==> src/common/fec_pkg.sv <==
// shared constants and types of the frame and exposure control core
package fec_pkg;
  // ==========================================================
  // register map (byte addresses, one 32-bit word each)
  localparam logic [7:0] ADDR_CTRL = 8'h00;
  localparam logic [7:0] ADDR_COL_START = 8'h04;
  localparam logic [7:0] ADDR_ROW_START = 8'h08;
  localparam logic [7:0] ADDR_COL_SIZE = 8'h0C;
  localparam logic [7:0] ADDR_ROW_SIZE = 8'h10;
  localparam logic [7:0] ADDR_EXP_WIDTH = 8'h14;
  localparam logic [7:0] ADDR_FINE_DELAY = 8'h18;
  localparam logic [7:0] ADDR_GAIN = 8'h1C;
  localparam logic [7:0] ADDR_STATUS = 8'h20;
  localparam logic [7:0] ADDR_TRIGGER = 8'h24;
  // ==========================================================
  // control register bit positions
  localparam int CB_RESTART = 0;
  localparam int CB_PAUSE = 1;
  localparam int CB_HOLD = 2;
  localparam int CB_SNAPSHOT = 3;
  localparam int CB_GRR = 4;
  localparam int CB_BULB = 5;
  localparam int CB_MIR_COL = 6;
  localparam int CB_MIR_ROW = 7;
  localparam int CTRL_W = 8;
  // ==========================================================
  // values after reset
  localparam logic [7:0] CTRL_RST = 8'h00;
  localparam logic [11:0] COL_START_RST = 12'h010;
  localparam logic [11:0] ROW_START_RST = 12'h00C;
  localparam logic [11:0] COL_SIZE_RST = 12'h59F;
  localparam logic [11:0] ROW_SIZE_RST = 12'h437;
  localparam logic [15:0] EXP_WIDTH_RST = 16'h0010;
  localparam logic [11:0] FINE_DELAY_RST = 12'h000;
  localparam logic [7:0] GAIN_RST = 8'h10;
  // ==========================================================
  // timing
  localparam int ALL_RESET_ROWS = 16;
  localparam int ALL_RESET_ACLK = 1096;
  localparam int PIX_PER_ACLK = 2;
  localparam int ALL_RESET_CYC = ALL_RESET_ROWS * ALL_RESET_ACLK
                                 * PIX_PER_ACLK;
  localparam logic [12:0] HBLANK_CYC = 13'h0010;
  localparam logic [11:0] VBLANK_ROWS = 12'h008;
  // ==========================================================
  // types
  typedef enum logic [2:0] {
    ST_ALLRST, ST_IDLE, ST_EXPOSE, ST_READ, ST_VBLANK, ST_DRAIN, ST_PAUSE
  } fec_state_type;

  typedef struct packed {
    logic [11:0] col_start;
    logic [11:0] row_start;
    logic [11:0] col_size;
    logic [11:0] row_size;
    logic mir_col;
    logic mir_row;
    logic [15:0] width_rows;
  } fec_win_type;
endpackage : fec_pkg

==> src/common/fec_upd_if.sv <==
// carrier between the sequencer and its frame-synchronised shadow copies
`timescale 1ns/1ps
interface fec_upd_if;
  import fec_pkg::*;
  fec_win_type pend_win;
  fec_win_type act_win;
  logic [7:0] pend_gain;
  logic [7:0] act_gain;
  logic apply;
  logic hold;
  modport ctl (output pend_win, pend_gain, apply, hold,
               input act_win, act_gain);
  modport shd (input pend_win, pend_gain, apply, hold,
               output act_win, act_gain);
endinterface : fec_upd_if

==> src/core/fec_core.sv <==
// frame sequencing, readout window and exposure control with apb registers
//
// Chosen here: the APB register port and the address map.
`timescale 1ns/1ps
// How it works
// - frame-synced writes take effect on the frame after the next end of frame valid
// - snapshot writes after frame valid, before trigger, apply next frame
// - rolling snapshot trigger during frame valid keeps one-frame-later timing
// - hold bit stores brightness writes; clearing applies them next frame
// - other fields take effect as soon as the write completes
// - restart bit 0 aborts the current frame at once
// - restart applies pending window and width; held values stay pending
// - current row plus one more row finish before the new frame
// - pause bit halts after restart, outside snapshot mode only, until software clears it
// - host keeps restart 1 when clearing pause; device clears restart
// - window from start fields, size fields plus one, default 1440x1080
// - unmirrored output is row-major ascending rows and columns
// - column and row mirror reverse active order independently
// - rolling: release scan, then read scan; exposure between them
// - all rows reset 16x1096 array clocks after reset or rolling entry
// - global release frees all rows at once; reset follows each readout
// - rolling exposure is width rows times row time minus 2x delay
// - bulb exposure from trigger width; rolling whole rows, global exact
// - shutter select set gives global release, clear gives rolling
module fec_core
  import fec_pkg::*;
#(
  parameter int ALL_RESET_CYCLES = ALL_RESET_CYC
)(
  input wire logic SYS_CLK,
  input wire logic SRST,
  input wire logic PSEL,
  input wire logic PENABLE,
  input wire logic PWRITE,
  input wire logic [7:0] PADDR,
  input wire logic [31:0] PWDATA,
  output logic [31:0] PRDATA,
  output logic PREADY,
  output logic PSLVERR,
  input wire logic TRIGGER,
  output logic FRAME_VALID,
  output logic LINE_VALID,
  output logic [11:0] PIX_ROW,
  output logic [11:0] PIX_COL,
  output logic ALL_ROWS_RESET,
  output logic SHUT_ROW_VLD,
  output logic [11:0] SHUT_ROW,
  output logic [7:0] GAIN
);
  // ==========================================================
  // helpers
  function automatic logic [12:0] row_time(input logic [11:0] csize);
    row_time = 13'({1'b0, csize}) + 13'h0001 + HBLANK_CYC;
  endfunction : row_time

  function automatic logic [31:0] exp_cycles(input logic [15:0] sw,
      input logic [12:0] rt, input logic [11:0] sd);
    logic [31:0] full;
    logic [31:0] ovh;
    full = 32'(sw) * 32'(rt);
    ovh = 32'({sd, 1'b0});
    exp_cycles = (full > ovh + 32'h1) ? full - ovh : 32'h1;
  endfunction : exp_cycles

  function automatic logic [11:0] win_addr(input logic [11:0] start,
      input logic [11:0] size, input logic [11:0] idx, input logic mir);
    win_addr = mir ? start + size - idx : start + idx;
  endfunction : win_addr

  // ==========================================================
  // declarations
  fec_upd_if upd ();
  fec_state_type state_ff;
  logic [CTRL_W-1:0] ctrl_ff;
  logic [11:0] col_start_ff, row_start_ff, col_size_ff, row_size_ff;
  logic [15:0] width_ff;
  logic [11:0] delay_ff;
  logic [7:0] gain_ff;
  logic pready_ff, pslverr_ff, trig_pend_ff, need_allrst_ff;
  logic restart_req_ff, trig_seen_ff;
  logic [31:0] prdata_ff, cnt_ff;
  logic [12:0] rt_cnt_ff, sh_cnt_ff;
  logic [11:0] rd_row_ff, sh_row_ff;
  logic [1:0] drain_ff;
  logic wr_en, acc_new, addr_ok, trig_now, row_end, global_reset_release, snap, bulb;
  logic go_frame, in_restart, enter_drain, apply_now;
  logic [12:0] rt;
  logic [31:0] exp_len;
  fec_state_type nxt_state;
  logic [CTRL_W-1:0] wctrl;

  assign global_reset_release = ctrl_ff[CB_GRR];
  assign snap = ctrl_ff[CB_SNAPSHOT];
  assign bulb = ctrl_ff[CB_BULB] && snap;
  assign rt = row_time(upd.act_win.col_size);
  assign exp_len = exp_cycles(upd.act_win.width_rows, rt, delay_ff);
  // >= so a row time that shrinks on restart cannot miss the row end
  assign row_end = rt_cnt_ff >= rt - 13'h0001;
  assign trig_now = TRIGGER || trig_pend_ff;
  assign wctrl = PWDATA[CTRL_W-1:0];

  // ==========================================================
  // apb slave: one wait state, write lands on the edge that sees pready
  assign acc_new = PSEL && PENABLE && !pready_ff;
  assign wr_en = PSEL && PENABLE && PWRITE && pready_ff && !pslverr_ff;
  assign addr_ok = PADDR[1:0] == 2'b00 && PADDR <= ADDR_TRIGGER;

  always_ff @(posedge SYS_CLK) begin
    if (SRST) begin
      pready_ff <= 1'b0;
      pslverr_ff <= 1'b0;
      prdata_ff <= 32'h0;
    end else begin
      pready_ff <= acc_new;
      pslverr_ff <= acc_new && !addr_ok;
      if (acc_new && !PWRITE) begin
        case (PADDR)
          ADDR_CTRL: prdata_ff <= 32'(ctrl_ff);
          ADDR_COL_START: prdata_ff <= 32'(col_start_ff);
          ADDR_ROW_START: prdata_ff <= 32'(row_start_ff);
          ADDR_COL_SIZE: prdata_ff <= 32'(col_size_ff);
          ADDR_ROW_SIZE: prdata_ff <= 32'(row_size_ff);
          ADDR_EXP_WIDTH: prdata_ff <= 32'(width_ff);
          ADDR_FINE_DELAY: prdata_ff <= 32'(delay_ff);
          ADDR_GAIN: prdata_ff <= 32'(gain_ff);
          ADDR_STATUS: prdata_ff <= {16'h0, rd_row_ff, need_allrst_ff,
                                     3'(state_ff)};
          default: prdata_ff <= 32'h0;
        endcase
      end
    end
  end

  // ==========================================================
  // software-visible fields; these are the pending values
  always_ff @(posedge SYS_CLK) begin
    if (SRST) begin
      col_start_ff <= COL_START_RST;
      row_start_ff <= ROW_START_RST;
      col_size_ff <= COL_SIZE_RST;
      row_size_ff <= ROW_SIZE_RST;
      width_ff <= EXP_WIDTH_RST;
      delay_ff <= FINE_DELAY_RST;
      gain_ff <= GAIN_RST;
    end else if (wr_en) begin
      case (PADDR)
        ADDR_COL_START: col_start_ff <= PWDATA[11:0];
        ADDR_ROW_START: row_start_ff <= PWDATA[11:0];
        ADDR_COL_SIZE: col_size_ff <= PWDATA[11:0];
        ADDR_ROW_SIZE: row_size_ff <= PWDATA[11:0];
        ADDR_EXP_WIDTH: width_ff <= PWDATA[15:0];
        ADDR_FINE_DELAY: delay_ff <= PWDATA[11:0];
        ADDR_GAIN: gain_ff <= PWDATA[7:0];
        default: ;
      endcase
    end
  end

  // ==========================================================
  // control: mode bits act at once; restart bit is cleared by hardware
  assign in_restart = state_ff == ST_DRAIN || state_ff == ST_PAUSE;
  always_ff @(posedge SYS_CLK) begin
    if (SRST) begin
      ctrl_ff <= CTRL_RST;
    end else if (wr_en && PADDR == ADDR_CTRL) begin
      ctrl_ff <= wctrl;
    end else if (in_restart && nxt_state != state_ff
                 && nxt_state != ST_PAUSE) begin
      ctrl_ff[CB_RESTART] <= 1'b0;
    end
  end

  // a new write wins over the pending hardware clear
  always_ff @(posedge SYS_CLK) begin
    if (SRST) begin
      restart_req_ff <= 1'b0;
    end else if (wr_en && PADDR == ADDR_CTRL && wctrl[CB_RESTART]) begin
      restart_req_ff <= 1'b1;
    end else if (enter_drain) begin
      restart_req_ff <= 1'b0;
    end
  end

  always_ff @(posedge SYS_CLK) begin
    if (SRST) begin
      need_allrst_ff <= 1'b1;
    end else if (wr_en && PADDR == ADDR_CTRL && !wctrl[CB_GRR]
                 && wctrl[CB_GRR+:2] != ctrl_ff[CB_GRR+:2]
                 || wr_en && PADDR == ADDR_CTRL && !wctrl[CB_GRR]
                 && wctrl[CB_SNAPSHOT] != ctrl_ff[CB_SNAPSHOT]) begin
      need_allrst_ff <= 1'b1;
    end else if (state_ff == ST_ALLRST && nxt_state != ST_ALLRST) begin
      need_allrst_ff <= 1'b0;
    end
  end

  always_ff @(posedge SYS_CLK) begin
    if (SRST) begin
      trig_pend_ff <= 1'b0;
    end else if (wr_en && PADDR == ADDR_TRIGGER && PWDATA[0]) begin
      trig_pend_ff <= 1'b1;
    end else if (go_frame) begin
      trig_pend_ff <= 1'b0;
    end
  end

  // trigger seen during frame valid in rolling snapshot
  always_ff @(posedge SYS_CLK) begin
    if (SRST) begin
      trig_seen_ff <= 1'b0;
    end else if (state_ff == ST_READ && snap && !global_reset_release && trig_now) begin
      trig_seen_ff <= 1'b1;
    end else if (go_frame) begin
      trig_seen_ff <= 1'b0;
    end
  end

  // ==========================================================
  // sequencer
  assign go_frame = state_ff == ST_IDLE && !restart_req_ff
                    && !need_allrst_ff && (!snap || trig_now);
  assign enter_drain = restart_req_ff && state_ff != ST_ALLRST
                       && !in_restart;

  always_comb begin
    nxt_state = state_ff;
    case (state_ff)
      ST_ALLRST:
        if (cnt_ff >= 32'(ALL_RESET_CYCLES - 1)) nxt_state = ST_IDLE;
      ST_IDLE:
        // a mode change made while idle still gets its reset first
        if (need_allrst_ff) nxt_state = ST_ALLRST;
        else if (go_frame) nxt_state = ST_EXPOSE;
      ST_EXPOSE:
        if (bulb && global_reset_release && !trig_now) nxt_state = ST_READ;
        else if (bulb && !global_reset_release && !trig_now && row_end)
          nxt_state = ST_READ;
        else if (!bulb && cnt_ff >= exp_len - 32'h1)
          nxt_state = ST_READ;
      ST_READ:
        if (row_end && rd_row_ff == upd.act_win.row_size)
          nxt_state = ST_VBLANK;
      ST_VBLANK:
        if (row_end && cnt_ff[11:0] == VBLANK_ROWS - 12'h001)
          nxt_state = (global_reset_release || need_allrst_ff) ? ST_ALLRST : ST_IDLE;
      ST_DRAIN:
        if (row_end && drain_ff == 2'd1)
          nxt_state = (ctrl_ff[CB_PAUSE] && !snap) ? ST_PAUSE
                      : (need_allrst_ff || global_reset_release) ? ST_ALLRST : ST_IDLE;
      ST_PAUSE:
        if (!ctrl_ff[CB_PAUSE])
          nxt_state = (need_allrst_ff || global_reset_release) ? ST_ALLRST : ST_IDLE;
      default: nxt_state = ST_ALLRST;
    endcase
    if (enter_drain) nxt_state = ST_DRAIN;
  end

  always_ff @(posedge SYS_CLK) begin
    if (SRST) state_ff <= ST_ALLRST;
    else state_ff <= nxt_state;
  end

  // general counter: reset cycles, exposure cycles, blanking rows
  always_ff @(posedge SYS_CLK) begin
    if (SRST || nxt_state != state_ff) cnt_ff <= 32'h0;
    else if (state_ff == ST_VBLANK) cnt_ff <= cnt_ff + 32'(row_end);
    else cnt_ff <= cnt_ff + 32'h1;
  end

  // row timer restarts on frame and readout entry
  always_ff @(posedge SYS_CLK) begin
    if (SRST || row_end
        || (nxt_state != state_ff && nxt_state != ST_DRAIN))
      rt_cnt_ff <= 13'h0;
    else rt_cnt_ff <= rt_cnt_ff + 13'h0001;
  end

  always_ff @(posedge SYS_CLK) begin
    if (SRST || state_ff != ST_DRAIN) drain_ff <= 2'd0;
    else if (row_end) drain_ff <= drain_ff + 2'd1;
  end

  always_ff @(posedge SYS_CLK) begin
    if (SRST || state_ff != ST_READ) rd_row_ff <= 12'h0;
    else if (row_end) rd_row_ff <= rd_row_ff + 12'h001;
  end

  // ==========================================================
  // update points: end of frame valid, snapshot trigger, restart
  assign apply_now = (state_ff == ST_READ && nxt_state == ST_VBLANK)
                     || (go_frame && snap && !trig_seen_ff)
                     || enter_drain;
  assign upd.apply = apply_now;
  assign upd.hold = ctrl_ff[CB_HOLD];
  assign upd.pend_win = '{col_start_ff, row_start_ff, col_size_ff,
                          row_size_ff, ctrl_ff[CB_MIR_COL],
                          ctrl_ff[CB_MIR_ROW], width_ff};
  assign upd.pend_gain = gain_ff;

  fec_shadow u_shadow (
    .clk (SYS_CLK),
    .srst (SRST),
    .upd (upd)
  );

  // ==========================================================
  // release scan: rolling only, one row per row time from exposure start
  always_ff @(posedge SYS_CLK) begin
    if (SRST || state_ff == ST_IDLE) begin
      sh_cnt_ff <= 13'h0;
      sh_row_ff <= 12'h0;
    end else if (state_ff == ST_EXPOSE || state_ff == ST_READ) begin
      sh_cnt_ff <= (sh_cnt_ff >= rt - 13'h0001) ? 13'h0
                   : sh_cnt_ff + 13'h0001;
      if (sh_cnt_ff >= rt - 13'h0001) sh_row_ff <= sh_row_ff + 12'h001;
    end
  end

  // ==========================================================
  // pin outputs
  always_ff @(posedge SYS_CLK) begin
    if (SRST) begin
      FRAME_VALID <= 1'b0;
      LINE_VALID <= 1'b0;
      PIX_ROW <= 12'h0;
      PIX_COL <= 12'h0;
      ALL_ROWS_RESET <= 1'b1;
      SHUT_ROW_VLD <= 1'b0;
      SHUT_ROW <= 12'h0;
    end else begin
      FRAME_VALID <= state_ff == ST_READ;
      LINE_VALID <= state_ff == ST_READ
                    && rt_cnt_ff <= 13'(upd.act_win.col_size);
      PIX_ROW <= win_addr(upd.act_win.row_start, upd.act_win.row_size,
                          rd_row_ff, upd.act_win.mir_row);
      PIX_COL <= win_addr(upd.act_win.col_start, upd.act_win.col_size,
                          rt_cnt_ff[11:0], upd.act_win.mir_col);
      // global mode keeps every row in reset until the frame starts
      ALL_ROWS_RESET <= state_ff == ST_ALLRST
                        || (global_reset_release && state_ff == ST_IDLE);
      SHUT_ROW_VLD <= !global_reset_release && sh_cnt_ff == 13'h0
                      && sh_row_ff <= upd.act_win.row_size
                      && (state_ff == ST_EXPOSE
                          || state_ff == ST_READ);
      SHUT_ROW <= upd.act_win.row_start + sh_row_ff;
    end
  end

  assign PRDATA = prdata_ff;
  assign PREADY = pready_ff;
  assign PSLVERR = pslverr_ff;
  assign GAIN = upd.act_gain;
endmodule : fec_core

==> src/core/fec_shadow.sv <==
// active copies of frame-synchronised and held fields
`timescale 1ns/1ps
module fec_shadow
  import fec_pkg::*;
(
  input wire logic clk,
  input wire logic srst,
  fec_upd_if.shd upd
);
  // ==========================================================
  // window, mirror and exposure width
  always_ff @(posedge clk) begin
    if (srst) begin
      upd.act_win <= '{COL_START_RST, ROW_START_RST, COL_SIZE_RST,
                       ROW_SIZE_RST, 1'b0, 1'b0, EXP_WIDTH_RST};
    end else if (upd.apply) begin
      upd.act_win <= upd.pend_win;
    end
  end

  // ==========================================================
  // brightness: kept back while hold is set, even across a restart
  always_ff @(posedge clk) begin
    if (srst) begin
      upd.act_gain <= GAIN_RST;
    end else if (upd.apply && !upd.hold) begin
      upd.act_gain <= upd.pend_gain;
    end
  end
endmodule : fec_shadow

==> config.mk <==
export PLATFORM = sky130hd
export DESIGN_NAME = fec_core
export DESIGN_NICKNAME = d
export VERILOG_FILES = /design/src/common/fec_pkg.sv /design/src/common/fec_upd_if.sv /design/src/core/fec_core.sv /design/src/core/fec_shadow.sv
export SDC_FILE = /design/constraint.sdc
export NUM_CORES = 1
export LEC_CHECK = 0
export ABC_AREA = 1
export BUFFER_PORTS_ARGS = -buffer_cell sky130_fd_sc_hd__clkbuf_2
export CAP_MARGIN = 20
export CORE_ASPECT_RATIO = 2
export CORE_MARGIN = 2
export CORE_UTILIZATION = 50
export CTS_BUF_LIST = sky130_fd_sc_hd__clkbuf_4 sky130_fd_sc_hd__clkbuf_8 sky130_fd_sc_hd__clkbuf_16
export CTS_CLUSTER_SIZE = 30
export DETAILED_ROUTE_END_ITERATION = 8
export PLACE_DENSITY = 0.81
export SLEW_MARGIN = 20
export SYNTH_ARGS = -nofsm -noshare
export SYNTH_HDL_FRONTEND = slang
export SYNTH_HIERARCHICAL = 1
export SYNTH_SLANG_ARGS = --single-unit
==> constraint.sdc <==
create_clock -name SYS_CLK -period 9.85 [get_ports SYS_CLK]
set_clock_uncertainty 0.15 [all_clocks]
set_input_delay 1.97 -clock SYS_CLK [delete_from_list [all_inputs] [get_ports SYS_CLK]]
set_output_delay 1.97 -clock SYS_CLK [all_outputs]
set_load 0.01 [all_outputs]
; ---- Word level (Yosys, flattened, before mapping)
; Cells that the tools add are included.
[totals]
ff_bits = 331
elab_cells = 215
inputBits = 46
[classes]
multipliers = 1
n_reduce_logical = 95
n_addsub = 20
eq_ne = 26
n_mux = 27
order_cmp = 8
[ops]
columns = cell, count
row1 = $pmux W16 S9, 1
row2 = $mux W32, 2
row3 = $add A12 B12 Y12, 5
row4 = $logic_and A1 B1 Y1, 47
row5 = $mux W3, 12
row6 = $add A32 B1 Y32, 1
row7 = $add A32 B1 Y32 const B, 1
row8 = $eq A8 B5 Y1 const B, 4
row9 = $ge A32 B16 Y1 const B, 1
row10 = $ge A32 B32 Y1, 1
row11 = $sub A32 B1 Y32 const B, 1
row12 = $sub A29 B13 Y30, 1
row13 = $gt A29 B14 Y1, 1
row14 = $mul A16 B13 Y29, 1
row15 = $add A13 B1 Y13 const B, 2
row16 = $ge A13 B13 Y1, 2
row17 = $add A12 B1 Y12 const B, 2
row18 = $mux W12, 2
row19 = $sub A12 B12 Y12, 2
row20 = $pmux W3 S7, 1
row21 = $eq A8 B4 Y1 const B, 2
row22 = $eq A8 B6 Y1 const B, 2
row23 = $reduce_and A2 Y1, 8
row24 = $logic_or A1 B1 Y1, 15
row25 = other kinds (30), 60

; ---- Depth between registers and ports, before layout
[logic_depth]
depth_word = 18
mapped_depth = 69
mapped_depth_nobuf = 67

; ---- By module
; Netlist, hierarchy kept.
[modules_own_cells]
columns = module, area_each_um2, seq_area_each_um2, n_inst, cells_each
row1 = fec_core, 24873.9, 4824.6, 1, 3628
row2 = fec_shadow, 2661.3, 1481.4, 1, 337

; ---- Worst setup path before layout
; No wires, ideal clock.
[synth_path]
path_kind = register -> register
start = register u_shadow/upd.act_win[30] (netlist name)
end = register rt_cnt_ff[10]
path_buffers = 6
arrival_ns = 9.561
required_time_ns = 9.573
stages_incl_launch_ff = 64
setup_time_ns = 0.127
path_slack_ns = 0.012
cell_sequence = dfxtp_1 clkbuf_1 inv_1 nor3_1 nand2_1 nand2_1 nand2_1 nor2_1 nand2_1 o21ai_0 nand2_1 clkinv_1 nand2_1 fa_1 fa_1 fa_1 inv_1 fa_1 [28 not listed] xnor2_1 ha_1 nand2_1 o21a_1 o221ai_1 a21oi_1 nand2_1 nand2_1 nand2_1 nand2_1 nand3_1 nand2_1 nand2_1 nand2_1 nand2_1 nand3_1 clkbuf_1 nor2_1
[synth_between]
elab_chain_len = 16
elab_cells_between_ends = 28
[synth_rtl]
columns = element, line_no
row1 = $add A12 B1 Y13 *, fec_core.sv:53  ; row_time = 13'({1'b0, csize}) + 13'h0001 + HBLANK_CYC;
row2 = $add A13 B5 Y13 *, fec_core.sv:53
row3 = $mul A16 B13 Y29, fec_core.sv:60  ; full = 32'(sw) * 32'(rt);
row4 = $sub A29 B13 Y30 or $gt A29 B14 Y1 (tied branches), fec_core.sv:62  ; exp_cycles = (full > ovh + 32'h1) ? full - ovh : 32'h1;
row5 = $mux W32, fec_core.sv:62
row6 = $sub A32 B1 Y32, fec_core.sv:238  ; else if (!bulb && cnt_ff >= exp_len - 32'h1)
row7 = $ge A32 B32 Y1, fec_core.sv:238
row8 = $logic_and A1 B1 Y1, fec_core.sv:238
row9 = $mux W3, fec_core.sv:238
row10 = $mux W3, fec_core.sv:236  ; else if (bulb && !global_reset_release && !trig_now && row_end)
row11 = $mux W3, fec_core.sv:235  ; if (bulb && global_reset_release && !trig_now) nxt_state = ST_READ;
row12 = $pmux W3 S7, fec_core.sv:227  ; case (state_ff)
row13 = $mux W3, fec_core.sv:255  ; if (enter_drain) nxt_state = ST_DRAIN;
row14 = $ne A3 B3 Y1, fec_core.sv:273  ; || (nxt_state != state_ff && nxt_state != ST_DRAIN))
row15 = $logic_and A1 B1 Y1, fec_core.sv:273
row16 = $logic_or A1 B1 Y1 *, fec_core.sv:273
row17 = end signal: assignment, fec_core.sv:275  ; else rt_cnt_ff <= rt_cnt_ff + 13'h0001;
row18 = end: declaration, fec_core.sv:82  ; logic [12:0] rt_cnt_ff, sh_cnt_ff;
; Mark *: on every way between the ends. The rest lies on a longest branch, timed or not.
; A chain may end at the register's enable or synchronous reset.

; ---- Final worst setup path
[layout_path]
start = register u_shadow/upd.act_win[31] (netlist name)
end = register cnt_ff[26]
[layout_between]
elab_chain_len = 15
elab_cells_between_ends = 27
[layout_rtl]
columns = element, line_no
row1 = $add A12 B1 Y13 *, fec_core.sv:53
row2 = $add A13 B5 Y13 *, fec_core.sv:53
row3 = $mul A16 B13 Y29, fec_core.sv:60
row4 = $sub A29 B13 Y30 or $gt A29 B14 Y1 (tied branches), fec_core.sv:62
row5 = $mux W32, fec_core.sv:62
row6 = $sub A32 B1 Y32, fec_core.sv:238
row7 = $ge A32 B32 Y1, fec_core.sv:238
row8 = $logic_and A1 B1 Y1, fec_core.sv:238
row9 = $mux W3, fec_core.sv:238
row10 = $mux W3, fec_core.sv:236
row11 = $mux W3, fec_core.sv:235
row12 = $pmux W3 S7, fec_core.sv:227
row13 = $mux W3, fec_core.sv:255
row14 = $ne A3 B3 Y1, fec_core.sv:265  ; if (SRST || nxt_state != state_ff) cnt_ff <= 32'h0;
row15 = $logic_or A1 B1 Y1, fec_core.sv:265
row16 = end signal: assignment, fec_core.sv:266  ; else if (state_ff == ST_VBLANK) cnt_ff <= cnt_ff + 32'(row_end);
row17 = end signal: assignment, fec_core.sv:267  ; else cnt_ff <= cnt_ff + 32'h1;
row18 = end: declaration, fec_core.sv:81  ; logic [31:0] prdata_ff, cnt_ff;
; Marked as above.

==> results.txt <==
----------------------------------------------------
[Synth]
  Synth warnings ... 6
  Post-Synthesis Mean Instance Area ... 6.94 sq um
  Seq/Total Area, Yosys ... 22.9%
  Number of flip-flops and latches in the synthesized netlist ... between 300 and 400
  Synth Area in Compound Gates ... about an eighth
  Main flop type after synthesis ... sky130_fd_sc_hd__dfxtp_1
  Proportion of register bits with asynchronous set or reset after synthesis ... 0%
  EDFF count, synth ... 0
  Main combinational cell family by area after synthesis ... simple AND/OR/NAND/NOR gates
  Synth Cell Area ... between 20000 and 30000 sq um
  Post-Synthesis Cells ... ~4k
  Proportion of synthesized area in mux cells ... 0%
  Adder-cell share of the synthesized area ... around a quarter
  Fraction of synthesized cell area in xor and xnor cells ... under 10%
  Distinct cell type count of the synthesized netlist ... 57
  Synthesized-area fraction occupied by and/or/nand/nor cells ... 25.9%

[Global routing]
  Vias in the first global route ... approximately 28k
  Total routing resource utilization after global routing ... 35.1%
  First-pass GRT wire length ... about 150000 microns
  Antenna violations before repair ... 4
  Maximum number of pins on one net before global-route repair ... roughly 110
  Global route total overflow ... 0

[Worst setup path]
  Max incr delay on CP ... ~0.55 ns
  CP endpoint ... cnt_ff[26]$_SDFF_PP0_
  Critical path launch point ... u_shadow/upd.act_win[31]$_SDFFE_PP1P_
  Launching point of the worst reg2reg path ... u_shadow/upd.act_win[31]$_SDFFE_PP1P_
  Slowest stage cell on the critical path ... sky130_fd_sc_hd__fa_1
  Worst endpoint required time ... 10.24 ns
  Reg-to-reg endpoint ... cnt_ff[26]$_SDFF_PP0_
  R2R Setup Slk ... -0.05 ns
  Depth of the most critical reg-to-reg path ... between 50 and 60
  Critical Path Source Type ... register
  Critical Path AT ... around 10 ns
  Kind of end point of the critical path ... register
  Peak fanout along the critical path ... 16
  Most prevalent standard cell on the critical path ... sky130_fd_sc_hd__nand2_1
  Worst setup path category ... reg -> reg

[Floorplan]
  Die width ... ~170 microns
  Std-Cell Rows ... 121
  Top-Level Pins ... 128
  Core outline area ... approximately 55000 sq um
  Initial cell density of the core ... 50.5%
  Die footprint ... around 57000 sq um
  Height of the chip ... between 300 and 400 microns

[Clocking]
  Clock-pin slew of the registers on the worst-case setup and hold paths ... around 0.070 ns
  CTS tree ... yes
  Bufs on Longest Clock Path ... 3
  Number of CTS-inserted buffers ... 30
  Maximum level of the CTS H-tree ... 1
  Hold_buf cts ... 0
  Clock latency on the worst-skew pair ... slightly above 0.6 ns
  CTS root buf ... sky130_fd_sc_hd__clkbuf_16
  CTS Sinks ... around 320

[Route]
  Routed length per instance ... between 20 and 25 microns
  Total DRC errors in the routed layout ... 0
  Total wire length after detailed routing ... a little over 100000 microns
  Routed Antenna Nets ... 0
  Number of optimization iterations in the first detailed-route pass ... 6
  Drt via density ... 5.64
  Number of vias in the routed layout ... 28.0k
  DRC violation total after the first TritonRoute iteration ... around 1.8k

[Placement]
  Instance area after placement ... ~30000 sq um
  Global placement routability congestion ... ~1.1
  Number of I/O port buffers ... 95
  Post-DP HPWL ... ~80000 microns

[STA]
  F_max ... just over 100 MHz
  Unrepaired setup endpoints after global routing ... true
  Max-slew violation count ... 0
  Slew margin rel. ... 18.8%
  Transition at the pin with the smallest max-transition slack ... between 1 and 1.5 ns
  Final hold violation count ... 0
  Final worst-path cycle share ... 100%
  Setup ws final ... -0.0465 ns
  Time the worst path needs with I/O delays and setup ... just under 10 ns
  Setup violations, final ... 24

[Pwr]
  Max IR drop VDD ... around 130 uV
  Power density over the cells ... between 80 and 90 nW/um^2
  Static leakage ... about 16 nW
  Total power after layout ... 0.00267 W

[Outcome]
  Violations in the final reports ... negative setup slack
  Status ... complete, but fails checks

[Final layout]
  Fraction of layout instances using a drive strength above 1 ... between 10% and 20%
  Cell area after layout ... about 33000 sq um
  Storage cell area ... 6310 sq um
  Relative area change from synthesis to final layout ... 19.2%
  Net count reported at finish ... 4727
  Area used by multi-input combinational logic ... between 15000 and 20000 sq um
  Fill cell count ... a little over 5k

[Flow run]
  Number of max-cap violations ... 0

[Worst hold path]
  Hold/Removal Path Class ... reg -> reg

----------------------------------------------------
==> worst min path at each step <==
stage,depth (start not counted),startpoint,to
after floorplan,2,u_shadow/upd.act_win[4]$_SDFFE_PP1P_,u_shadow/upd.act_win[4]$_SDFFE_PP1P_
after global placement,2,width_ff[7]$_SDFFE_PP0P_,width_ff[7]$_SDFFE_PP0P_
after detailed placement,2,PRDATA[10]$_SDFFE_PP0P_,PRDATA[10]$_SDFFE_PP0P_
after CTS,2,PRDATA[10]$_SDFFE_PP0P_,PRDATA[10]$_SDFFE_PP0P_
after global routing,2,PRDATA[4]$_SDFFE_PP0P_,PRDATA[4]$_SDFFE_PP0P_
final,2,PRDATA[10]$_SDFFE_PP0P_,PRDATA[10]$_SDFFE_PP0P_
==> cells in the final DEF, fill, tap and decap left out, types with 7 or more instances in the layout <==
| master | Yosys | routed |
|---|---|---|
| sky130_fd_sc_hd__a21oi_1 | 274 | 262 |
| sky130_fd_sc_hd__a21oi_2 | 0 | 12 |
| sky130_fd_sc_hd__a221oi_1 | 13 | 13 |
| sky130_fd_sc_hd__buf_4 | 18 | 243 |
| sky130_fd_sc_hd__buf_6 | 5 | 18 |
| sky130_fd_sc_hd__clkbuf_16 | 0 | 33 |
| sky130_fd_sc_hd__clkbuf_2 | 2 | 95 |
| sky130_fd_sc_hd__conb_1 | 1 | 16 |
| sky130_fd_sc_hd__dfxtp_1 | 315 | 313 |
| sky130_fd_sc_hd__fa_1 | 180 | 173 |
| sky130_fd_sc_hd__fa_2 | 0 | 7 |
| sky130_fd_sc_hd__ha_1 | 242 | 221 |
| sky130_fd_sc_hd__ha_4 | 0 | 21 |
| sky130_fd_sc_hd__inv_1 | 708 | 688 |
| sky130_fd_sc_hd__inv_2 | 14 | 35 |
| sky130_fd_sc_hd__nand2_1 | 808 | 736 |
| sky130_fd_sc_hd__nand2_2 | 16 | 71 |
| sky130_fd_sc_hd__nand2_4 | 0 | 17 |
| sky130_fd_sc_hd__nand3_1 | 166 | 151 |
| sky130_fd_sc_hd__nand3_2 | 5 | 17 |
| sky130_fd_sc_hd__nand3b_1 | 10 | 10 |
| sky130_fd_sc_hd__nand4_1 | 57 | 57 |
| sky130_fd_sc_hd__nor2_1 | 472 | 415 |
| sky130_fd_sc_hd__nor2_2 | 28 | 57 |
| sky130_fd_sc_hd__nor2_4 | 7 | 35 |
| sky130_fd_sc_hd__nor3_1 | 54 | 47 |
| sky130_fd_sc_hd__nor3_2 | 2 | 7 |
| sky130_fd_sc_hd__nor3b_1 | 17 | 11 |
| sky130_fd_sc_hd__nor3b_2 | 1 | 7 |
| sky130_fd_sc_hd__nor4_1 | 18 | 15 |
| sky130_fd_sc_hd__o211ai_1 | 14 | 14 |
| sky130_fd_sc_hd__o21ai_0 | 235 | 225 |
| sky130_fd_sc_hd__o21ai_1 | 7 | 7 |
| sky130_fd_sc_hd__o21ai_2 | 5 | 14 |
| sky130_fd_sc_hd__o21bai_1 | 7 | 7 |
| sky130_fd_sc_hd__o22ai_1 | 19 | 19 |
| sky130_fd_sc_hd__o31ai_1 | 7 | 7 |
| sky130_fd_sc_hd__or2_2 | 10 | 10 |
| sky130_fd_sc_hd__xnor2_1 | 38 | 36 |
| sky130_fd_sc_hd__xor2_1 | 53 | 47 |
==> worst max-delay path: cells and delay by family (launching register included) <==
kind,cells,cell delay [ns]
AND/OR/NAND/NOR,30,3.36
AO/OA/AOI/OAI,4,0.72
buffers and inverters,11,1.32
flip-flops,1,0.38
adder cells (fa/ha/maj),9,3.52
XOR/XNOR,2,0.31
==> metal layers <==
metal | vias to the layer above | track usage [%] | share of wire (%)
li1 | 13129 | - | -
met1 | 13021 | 27.9 | 29
met2 | 1177 | 65.6 | 51
met3 | 643 | 6.41 | 5.6
met4 | 0 | 40.8 | 14
met5 | - | 0 | 0
==> through the flow <==
step	hold WS, ns	setup slack (ns)	cells	utilization [%]	setup TNS, ns
after CTS	0.319	0.0538	4930	57.7	0
after global placement	0.305	-0.288	4872	55.3	-8.49
after floorplan	0.277	0.0123	3980	-	0
after detailed placement	0.310	-0.392	4872	55.3	-13.51
final	0.320	-0.0465	4963	60.2	-0.494
after global routing	0.340	-0.583	4960	60.2	-23.87
==> flip-flops by register name, summed over array words and instances, names as in the netlist, 2 cells and up <==
| name | count |
|---|---|
| rd_row_ff | 12 |
| sh_row_ff | 12 |
| delay_ff | 12 |
| u_shadow/upd.act_gain | 8 |
| PRDATA | 16 |
| PIX_ROW | 12 |
| drain_ff | 2 |
| cnt_ff | 32 |
| col_start_ff | 12 |
| gain_ff | 8 |
| state_ff | 3 |
| SHUT_ROW | 12 |
| row_size_ff | 12 |
| PIX_COL | 12 |
| width_ff | 16 |
| rt_cnt_ff | 13 |
| u_shadow/upd.act_win | 66 |
| row_start_ff | 12 |
| sh_cnt_ff | 13 |
| ctrl_ff | 8 |
| col_size_ff | 12 |
==> synthesized netlist by cell type, types with 6 or more instances <==
master	instances	area share, %
sky130_fd_sc_hd__nand2_1	808	11
sky130_fd_sc_hd__inv_1	708	9.7
sky130_fd_sc_hd__nor2_1	472	6.4
sky130_fd_sc_hd__dfxtp_1	315	23
sky130_fd_sc_hd__a21oi_1	274	5.0
sky130_fd_sc_hd__ha_1	242	11
sky130_fd_sc_hd__o21ai_0	235	4.3
sky130_fd_sc_hd__fa_1	180	13
sky130_fd_sc_hd__nand3_1	166	3.0
sky130_fd_sc_hd__clkbuf_1	72	0.98
sky130_fd_sc_hd__nand4_1	57	1.3
sky130_fd_sc_hd__nor3_1	54	0.98
sky130_fd_sc_hd__xor2_1	53	1.7
sky130_fd_sc_hd__xnor2_1	38	1.2
sky130_fd_sc_hd__nor2_2	28	0.64
sky130_fd_sc_hd__o22ai_1	19	0.43
sky130_fd_sc_hd__buf_4	18	0.49
sky130_fd_sc_hd__nor4_1	18	0.41
sky130_fd_sc_hd__nor3b_1	17	0.46
sky130_fd_sc_hd__nand2_2	16	0.36
sky130_fd_sc_hd__inv_2	14	0.19
sky130_fd_sc_hd__o211ai_1	14	0.38
sky130_fd_sc_hd__a221oi_1	13	0.41
sky130_fd_sc_hd__buf_2	13	0.24
sky130_fd_sc_hd__nand3b_1	10	0.27
sky130_fd_sc_hd__or2_2	10	0.23
sky130_fd_sc_hd__nor2_4	7	0.29
sky130_fd_sc_hd__o21ai_1	7	0.13
sky130_fd_sc_hd__o21bai_1	7	0.19
sky130_fd_sc_hd__o31ai_1	7	0.19
sky130_fd_sc_hd__a211oi_1	6	0.16
sky130_fd_sc_hd__and2_1	6	0.14
==> repair_timing <==
action,in CTS,in global routing
pin swaps,10,134
resized for setup,48,292
setup buffers,2,26
cloned,1,2
endpoints found under the setup margin,46,47
==> where the power goes <==
group / switching (W) / leakage [nW] / total (W) / internal, W
registers: 0.00000443 / 2.54 / 0.00128 / 0.00128
logic: 0.0000671 / 13.0 / 0.0000946 / 0.0000276
clock network: 0.000557 / 0.524 / 0.00130 / 0.000740
total: 0.000628 / 16.1 / 0.00267 / 0.00204
==> cell type report <==
| cell class | instances | share of cell area [%] |
|---|---|---|
| tap | 676 | 2.58 |
| clock buffer | 37 | 2.56 |
| timing repair buffer | 362 | 8.03 |
| inverter | 727 | 8.34 |
| multi-input combinational | 2823 | 58.5 |
| sequential | 315 | 19.2 |
| clock inverter | 18 | 0.739 |
| antenna | 5 | 0.0381 |
==> logic make-up after synthesis <==
kind of cell | count (synthesis)
DFF | 315
other | 1
xor gates and xnor gates | 91
buffers and inverters | 842
adders and majority gates | 422
and+or+nand+nor | 1680
AOI/OAI and AO/OA | 614
No activity file was read; power rests on OpenSTA's default activity.
